--- src/hw/btpwr_pkg.sv ---
// constants and types shared by the bluetooth power handshake controller
`default_nettype none
package btpwr_pkg;
  // ************************************************************
  // clock and timing
  // ************************************************************
  localparam int unsigned REF_CLK_PERIOD_NS = 100;
  localparam int unsigned POWERUP_NS = 1000;
  localparam int unsigned POWERUP_CYC =
    (POWERUP_NS + REF_CLK_PERIOD_NS - 1) / REF_CLK_PERIOD_NS;

  // ************************************************************
  // widths, field values and reset values
  // ************************************************************
  localparam int unsigned PAD_FUNC_W = 3;
  localparam logic [PAD_FUNC_W-1:0] PAD_FUNC_HANDSHAKE = 3'h0;
  localparam int unsigned SNIFF_W = 16;
  localparam int unsigned SYNC_IDX_DEV_WAKE = 0;
  localparam int unsigned SYNC_IDX_LPO = 1;
  localparam logic RST_PD = 1'b1;
  localparam logic RST_OE_N = 1'b1;
  localparam logic RST_CLK_REQ = 1'b0;

  // ************************************************************
  // power states
  // ************************************************************
  typedef enum logic [2:0] {
    ST_POWERUP = 3'h0,
    ST_ACTIVE = 3'h1,
    ST_SLEEP = 3'h2,
    ST_SNIFF = 3'h3,
    ST_SHUTDOWN = 3'h4
  } btpwr_state_e;
endpackage
`default_nettype wire

--- src/hw/btpwr_sync_if.sv ---
// interface carrying raw pin levels to the synchroniser and clean levels back
`timescale 1ns/1ps
`default_nettype none
interface btpwr_sync_if #(parameter int unsigned W = 1);
  logic [W-1:0] raw;
  logic [W-1:0] lvl;
  logic [W-1:0] rise;
  modport user (output raw, input lvl, input rise);
  modport sync (input raw, output lvl, output rise);
endinterface
`default_nettype wire

--- src/hw/btpwr_sync.sv ---
// two-flop synchroniser with rising-edge detect for asynchronous pins
`timescale 1ns/1ps
`default_nettype none
module btpwr_sync #(
  parameter int unsigned W = 1
) (
  input wire logic i_clk,
  input wire logic i_rst,
  btpwr_sync_if.sync bus
);
  logic [W-1:0] meta_r;
  logic [W-1:0] meta_nxt;
  logic [W-1:0] lvl_r;
  logic [W-1:0] lvl_nxt;
  logic [W-1:0] old_r;
  logic [W-1:0] old_nxt;

  if (W < 1) begin : g_bad_width
    $error("btpwr_sync: W must be at least 1");
  end

  // meta_r feeds lvl_r only; edges are taken between the clean stages
  always_comb begin
    if (i_rst) begin
      meta_nxt = '0;
      lvl_nxt = '0;
      old_nxt = '0;
    end else begin
      meta_nxt = bus.raw;
      lvl_nxt = meta_r;
      old_nxt = lvl_r;
    end
  end

  always_ff @(posedge i_clk) begin
    meta_r <= meta_nxt;
    lvl_r <= lvl_nxt;
    old_r <= old_nxt;
  end

  assign bus.lvl = lvl_r;
  assign bus.rise = lvl_r & ~old_r;
endmodule // btpwr_sync
`default_nettype wire

--- src/hw/btpwr_ctrl.sv ---
// bluetooth power handshake and rf power-down controller
`timescale 1ns/1ps
`default_nettype none
module btpwr_ctrl #(
  parameter int unsigned SNIFF_W = btpwr_pkg::SNIFF_W,
  parameter int unsigned POWERUP_CYCLES = btpwr_pkg::POWERUP_CYC
) (
  input wire logic I_REF_CLK,
  input wire logic I_SYS_RST,
  input wire logic I_UART_MODE,
  input wire logic I_HS_EN,
  input wire logic [btpwr_pkg::PAD_FUNC_W-1:0] I_PAD_FUNC,
  input wire logic I_DEV_WAKE_POL,
  input wire logic I_HOST_WAKE_POL,
  input wire logic I_DEVICE_WAKE_IN,
  input wire logic I_LOW_POWER_OSC_IN,
  input wire logic I_SLEEP_OK,
  input wire logic I_HOST_ATTN,
  input wire logic I_BT_CLK_REQ,
  input wire logic I_WLAN_CLK_REQ,
  input wire logic I_TX_PKT,
  input wire logic I_RX_PKT,
  input wire logic I_SNIFF_EN,
  input wire logic [SNIFF_W-1:0] I_SNIFF_TICKS,
  input wire logic I_SHUTDOWN,
  input wire logic I_FM_EN,
  output logic O_TX_PD,
  output logic O_RX_PD,
  output logic O_PLL_PD,
  output logic O_PA_PD,
  output logic O_HOST_WAKE_OUT,
  output logic O_HOST_WAKE_OE_N,
  output logic O_CLK_REQ,
  output logic O_CLK_REQ_OE_N,
  output logic O_ON_LPO,
  output logic O_FM_ON,
  output logic O_INPUTS_EN,
  output logic O_SNIFF_WAKE,
  output logic O_DEV_WAKE_ACT,
  output logic [2:0] O_STATE
);
  localparam int unsigned PU_W = $clog2(POWERUP_CYCLES + 1);
  localparam logic [PU_W-1:0] PU_LAST = PU_W'(POWERUP_CYCLES - 1);

  if (SNIFF_W < 1 || POWERUP_CYCLES < 1) begin : g_bad_param
    $error("btpwr_ctrl: SNIFF_W and POWERUP_CYCLES must be at least 1");
  end

  // ************************************************************
  // pin synchronisers
  // ************************************************************
  btpwr_sync_if #(.W(2)) u_sync_if ();
  assign u_sync_if.raw = {I_LOW_POWER_OSC_IN, I_DEVICE_WAKE_IN};

  btpwr_sync #(.W(2)) u_sync (
    .i_clk(I_REF_CLK),
    .i_rst(I_SYS_RST),
    .bus(u_sync_if.sync)
  );

  // ************************************************************
  // handshake qualification
  // ************************************************************
  btpwr_pkg::btpwr_state_e state_r;
  btpwr_pkg::btpwr_state_e state_nxt;
  logic hs_act;
  logic dw_act;
  logic lpo_tick;
  logic live;

  // pins act as handshake only on uart with handshake enabled and pad function zero
  assign hs_act = I_UART_MODE && I_HS_EN
                  && (I_PAD_FUNC == btpwr_pkg::PAD_FUNC_HANDSHAKE);
  // inputs are ignored in shutdown so a floating host line cannot wake us
  assign live = (state_r != btpwr_pkg::ST_SHUTDOWN);
  assign dw_act = hs_act && live
                  && (u_sync_if.lvl[btpwr_pkg::SYNC_IDX_DEV_WAKE] ^ ~I_DEV_WAKE_POL);
  assign lpo_tick = u_sync_if.rise[btpwr_pkg::SYNC_IDX_LPO];

  // ************************************************************
  // power state machine
  // ************************************************************
  logic [PU_W-1:0] pu_cnt_r;
  logic [PU_W-1:0] pu_cnt_nxt;
  logic [SNIFF_W-1:0] tmr_r;
  logic [SNIFF_W-1:0] tmr_nxt;
  logic swake_r;
  logic swake_nxt;

  always_comb begin
    state_nxt = state_r;
    pu_cnt_nxt = pu_cnt_r;
    tmr_nxt = tmr_r;
    swake_nxt = 1'b0;
    if (I_SYS_RST) begin
      state_nxt = btpwr_pkg::ST_POWERUP;
      pu_cnt_nxt = '0;
      tmr_nxt = '0;
    end else if (I_SHUTDOWN) begin
      state_nxt = btpwr_pkg::ST_SHUTDOWN;
      pu_cnt_nxt = '0;
      tmr_nxt = '0;
    end else begin
      case (state_r)
        btpwr_pkg::ST_POWERUP: begin
          if (pu_cnt_r == PU_LAST) begin
            state_nxt = btpwr_pkg::ST_ACTIVE;
          end else begin
            pu_cnt_nxt = pu_cnt_r + 1'b1;
          end
        end
        btpwr_pkg::ST_ACTIVE: begin
          if (!dw_act && I_SLEEP_OK) begin
            if (I_SNIFF_EN) begin
              state_nxt = btpwr_pkg::ST_SNIFF;
              tmr_nxt = I_SNIFF_TICKS;
            end else begin
              state_nxt = btpwr_pkg::ST_SLEEP;
            end
          end
        end
        btpwr_pkg::ST_SLEEP: begin
          if (dw_act || !I_SLEEP_OK) begin
            state_nxt = btpwr_pkg::ST_ACTIVE;
          end
        end
        btpwr_pkg::ST_SNIFF: begin
          // period counted in lpo edges, the only clock alive while parked
          if (dw_act) begin
            state_nxt = btpwr_pkg::ST_ACTIVE;
          end else if (lpo_tick) begin
            if (tmr_r == '0) begin
              state_nxt = btpwr_pkg::ST_ACTIVE;
              swake_nxt = 1'b1;
            end else begin
              tmr_nxt = tmr_r - 1'b1;
            end
          end
        end
        btpwr_pkg::ST_SHUTDOWN: begin
          // nothing survives: counters were cleared on entry, restart cold
          state_nxt = btpwr_pkg::ST_POWERUP;
        end
        default: begin
          state_nxt = btpwr_pkg::ST_POWERUP;
        end
      endcase
    end
  end

  always_ff @(posedge I_REF_CLK) begin
    state_r <= state_nxt;
    pu_cnt_r <= pu_cnt_nxt;
    tmr_r <= tmr_nxt;
    swake_r <= swake_nxt;
  end

  // ************************************************************
  // registered outputs
  // ************************************************************
  logic awake;
  logic tx_pd_nxt;
  logic rx_pd_nxt;
  logic pll_pd_nxt;
  logic pa_pd_nxt;
  logic hw_nxt;
  logic hw_oe_n_nxt;
  logic cr_nxt;
  logic cr_oe_n_nxt;
  logic lpo_nxt;
  logic fm_nxt;
  logic tx_pd_r;
  logic rx_pd_r;
  logic pll_pd_r;
  logic pa_pd_r;
  logic hw_r;
  logic hw_oe_n_r;
  logic cr_r;
  logic cr_oe_n_r;
  logic lpo_r;
  logic fm_r;
  logic inen_r;
  logic dwa_r;

  assign awake = (state_r == btpwr_pkg::ST_ACTIVE);

  always_comb begin
    if (I_SYS_RST) begin
      tx_pd_nxt = btpwr_pkg::RST_PD;
      rx_pd_nxt = btpwr_pkg::RST_PD;
      pll_pd_nxt = btpwr_pkg::RST_PD;
      pa_pd_nxt = btpwr_pkg::RST_PD;
      hw_nxt = ~I_HOST_WAKE_POL;
      hw_oe_n_nxt = btpwr_pkg::RST_OE_N;
      cr_nxt = btpwr_pkg::RST_CLK_REQ;
      cr_oe_n_nxt = btpwr_pkg::RST_OE_N;
      lpo_nxt = 1'b0;
      fm_nxt = 1'b0;
    end else begin
      // rf blocks powered only while a packet is in flight
      tx_pd_nxt = !(awake && I_TX_PKT);
      rx_pd_nxt = !(awake && I_RX_PKT);
      pll_pd_nxt = !(awake && (I_TX_PKT || I_RX_PKT));
      pa_pd_nxt = !(awake && I_TX_PKT);
      hw_nxt = (hs_act && live && I_HOST_ATTN) ^ ~I_HOST_WAKE_POL;
      hw_oe_n_nxt = !(live && hs_act);
      cr_nxt = live && (I_BT_CLK_REQ || I_WLAN_CLK_REQ);
      cr_oe_n_nxt = !live;
      lpo_nxt = (state_r == btpwr_pkg::ST_SNIFF)
                || (state_r == btpwr_pkg::ST_SLEEP);
      // fm has no parked state, just on or off
      fm_nxt = live && (state_r != btpwr_pkg::ST_POWERUP) && I_FM_EN;
    end
  end

  always_ff @(posedge I_REF_CLK) begin
    tx_pd_r <= tx_pd_nxt;
    rx_pd_r <= rx_pd_nxt;
    pll_pd_r <= pll_pd_nxt;
    pa_pd_r <= pa_pd_nxt;
    hw_r <= hw_nxt;
    hw_oe_n_r <= hw_oe_n_nxt;
    cr_r <= cr_nxt;
    cr_oe_n_r <= cr_oe_n_nxt;
    lpo_r <= lpo_nxt;
    fm_r <= fm_nxt;
    inen_r <= !I_SYS_RST && live;
    dwa_r <= !I_SYS_RST && dw_act;
  end

  assign O_TX_PD = tx_pd_r;
  assign O_RX_PD = rx_pd_r;
  assign O_PLL_PD = pll_pd_r;
  assign O_PA_PD = pa_pd_r;
  assign O_HOST_WAKE_OUT = hw_r;
  assign O_HOST_WAKE_OE_N = hw_oe_n_r;
  assign O_CLK_REQ = cr_r;
  assign O_CLK_REQ_OE_N = cr_oe_n_r;
  assign O_ON_LPO = lpo_r;
  assign O_FM_ON = fm_r;
  assign O_INPUTS_EN = inen_r;
  assign O_SNIFF_WAKE = swake_r;
  assign O_DEV_WAKE_ACT = dwa_r;
  assign O_STATE = state_r;
endmodule // btpwr_ctrl
`default_nettype wire

--- config.mk ---
export PLATFORM = sky130hd
export DESIGN_NAME = btpwr_ctrl
export DESIGN_NICKNAME = d
export VERILOG_FILES = /design/src/hw/btpwr_pkg.sv /design/src/hw/btpwr_sync_if.sv /design/src/hw/btpwr_sync.sv /design/src/hw/btpwr_ctrl.sv
export SDC_FILE = /design/constraint.sdc
export NUM_CORES = 1
export LEC_CHECK = 0
export BUFFER_PORTS_ARGS = -buffer_cell sky130_fd_sc_hd__buf_2
export CAP_MARGIN = 25
export CORE_UTILIZATION = 57
export DETAILED_ROUTE_END_ITERATION = 10
export PLACE_DENSITY_LB_ADDON = 0.05
export RECOVER_POWER = 25
export SLEW_MARGIN = 20
export SYNTH_ARGS = -nofsm -noshare
export SYNTH_HDL_FRONTEND = slang
export SYNTH_HIERARCHICAL = 1
export SYNTH_SLANG_ARGS = --single-unit
--- constraint.sdc ---
create_clock -name I_REF_CLK -period 5.3 [get_ports I_REF_CLK]
set_clock_uncertainty 0.2 [all_clocks]
set_input_delay 0.265 -clock I_REF_CLK [delete_from_list [all_inputs] [get_ports I_REF_CLK]]
set_output_delay 0.265 -clock I_REF_CLK [all_outputs]
set_load 0.01 [all_outputs]
==> flow_metrics.py <==
metrics = {
    "cts": {
        "postCtsSetupRepairBufs": 0,
        "cts_resized": 0,
        "cts_tree": "yes",
        "clk_path_buf_depth": 2,
        "h-tree-depth": 2,
        "root_buffer": "clkbuf_4",
        "hold_buffers": 11,
        "cts_sinks": 40,
        "clk-insertion-delay-late_ns": 0.37,
        "numCtsBuffers": 5,
        "clkTransAtPathRegs_ns": 0.12,
    },
    "global_route": {
        "gr-usage-all-layers_pct": 26.2,
        "overflow": 0,
        "grt_max_degree": 41,
        "grt_first_pass_wirelength_mm": 8.09,
        "antenna_found_initial": 0,
        "grt_pass1_vias": 1722,
    },
    "sta": {
        "period_share_pct": 49.1,
        "post-route-min-period_ns": 2.60,
        "relSlewSlack_pct": 38.9,
        "finalWorstSetupSlack_ns": 2.70,
        "rsz0062_at_grt": "false",
        "worstMarginPinSlew_ns": 0.908,
        "max_freq_mhz": 384,
        "slew_violations": 0,
        "hold_violations": 0,
        "setup_viol": 0,
        "fin_tns_setup_ns": 0,
    },
    "final_layout": {
        "area_growth_syn_to_layout_pct": 18.5,
        "insertedDiodeCount": 0,
        "layout-drive-gt1-share_pct": 23.4,
        "final_util_pct": 72.6,
        "fin_area_sq_um": 2480,
        "fin_nets": 321,
    },
    "route": {
        "ant_nets": 0,
        "first_pass_iters": 4,
        "num_vias": 1935,
        "drt_iter0_markers": 173,
        "wl_per_cell_microns": 14.9,
        "drc": 0,
        "totalWireLength_mm": 4.90,
        "drt-vias-per-instance": 5.90,
    },
    "synthesis": {
        "avgSynthCellArea_sq_um": 9.22,
        "synth_warnings": 6,
        "synthCells": 227,
        "synthesis.nets": 267,
        "synth_area_sq_um": 2090,
    },
    "worst_setup_path": {
        "crit_arrival_ns": 2.65,
        "critical_path.top_delay_family": "compound AO/OA/AOI/OAI gates",
        "cp-end-kind": "flop",
        "cp_max_fo": 40,
        "crit_type": "reg -> reg",
        "r2r_slack_ns": 2.70,
        "cp.required_ns": 5.35,
        "critPathBufInv": 0,
        "worstPathCellList": "nand3b_4 -> a31oi_4 -> a32oi_4 -> o311ai_0 -> o31ai_1",
        "startpoint_type": "flop",
        "cpPeakStageDelay_ns": 0.59,
        "slowest_stage": "dfxtp_1",
    },
    "placed_design": {
        "gp_congestion": 0.869,
        "postPlaceCellArea_sq_um": 2290,
        "dp_slack_ns": 2.77,
        "io_buffers": 51,
        "hpwlAfterDp_mm": 3.28,
    },
    "die": {
        "ioPinCount": 52,
        "rows": 21,
        "die_w_microns": 62.6,
        "die_h_microns": 62.6,
        "start_util_pct": 61.3,
        "die_area_sq_um": 3920,
        "core-area_sq_um": 3420,
    },
    "hold_path": {
        "hold_path.class": "in -> reg",
    },
    "power": {
        "peakVddDrop_mv": 0.190,
        "power.density_nw_per_um2": 239,
        "p_leak_nw": 0.984,
    },
    "run_status": {
        "status": "finished clean",
    },
    "job": {
        "maxCapViolCount": 0,
    },
}
registers in the layout, summed over array words and instances (netlist names):
register,count
O_CLK_REQ,1
O_CLK_REQ_OE_N,1
O_DEV_WAKE_ACT,1
O_FM_ON,1
O_HOST_WAKE_OE_N,1
O_HOST_WAKE_OUT,1
O_INPUTS_EN,1
O_ON_LPO,1
O_PA_PD,1
O_PLL_PD,1
O_RX_PD,1
O_SNIFF_WAKE,1
O_STATE,3
pu_cnt_r,4
tmr_r,16
u_sync/bus.lvl,2
u_sync/meta_r,2
u_sync/old_r,1
cell type report:
type	instances	area (sq um)
Clock buffer	6	51.3
Clock inverter	2	38.8
Fill cell	293	936
Inverter	6	22.5
Multi-Input combinational cell	166	1150
Sequential cell	40	801
Tap cell	46	57.6
Timing Repair Buffer	62	357
report_power, final:
| part | total [W] | internal (W) | switching (W) | leakage (nW) |
|---|---|---|---|---|
| clock | 0.000221 | 0.000113 | 0.000108 | 0.0484 |
| sequential | 0.000312 | 0.000307 | 0.00000480 | 0.325 |
| combinational | 0.0000590 | 0.0000286 | 0.0000304 | 0.610 |
layout by cell type (no fill, tap or decap), types with 7 or more instances in the layout:
cell type,count
a21oi_1,16
buf_2,44
clkbuf_1,7
dfxtp_1,40
dlygate4sd3_1,11
nand2_1,15
nor2_1,24
nor2b_1,9
o311ai_0,9
o31ai_1,11
path summary, 6_finish.rpt:
kind	from	endpoint	cells past startpoint
worst min-delay path	I_SNIFF_TICKS[9]	tmr_r[9]$_SDFFE_PP0P_	3
worst min register to register	u_sync/meta_r[0]$_SDFF_PP0_	u_sync/bus.lvl[0]$_SDFF_PP0_	1
worst max-delay path	O_STATE[1]$_SDFFE_PP0P_	tmr_r[8]$_SDFFE_PP0P_	5
worst max register to register	O_STATE[1]$_SDFFE_PP0P_	tmr_r[8]$_SDFFE_PP0P_	5
routing by layer:
metal  GRT usage [%]  vias up  share of wire, %
met5               0        -                 0
met4            10.2        0               1.3
met3            4.74       11               5.1
met2            42.9       54                47
met1            33.9      913                46
li1                -      957                 -
stage by stage:
step	cells	hold slack, ns	total power (W)
2_1_floorplan	227	0.127	0.000348
3_3_place_gp	309	0.216	0.000369
3_5_place_dp	309	0.226	0.000371
4_1_cts	328	0.000936	0.000593
5_1_grt	328	0.0131	0.000614
6_report	328	0.00528	0.000592
worst reg2reg max path, stage by stage, from the launching register on:
cell      delay, ns
dfxtp_1        0.59
nand3b_4       0.44
a31oi_4        0.37
a32oi_4        0.27
o311ai_0       0.49
o31ai_1        0.13
Power figures use the tool's default switching activity.
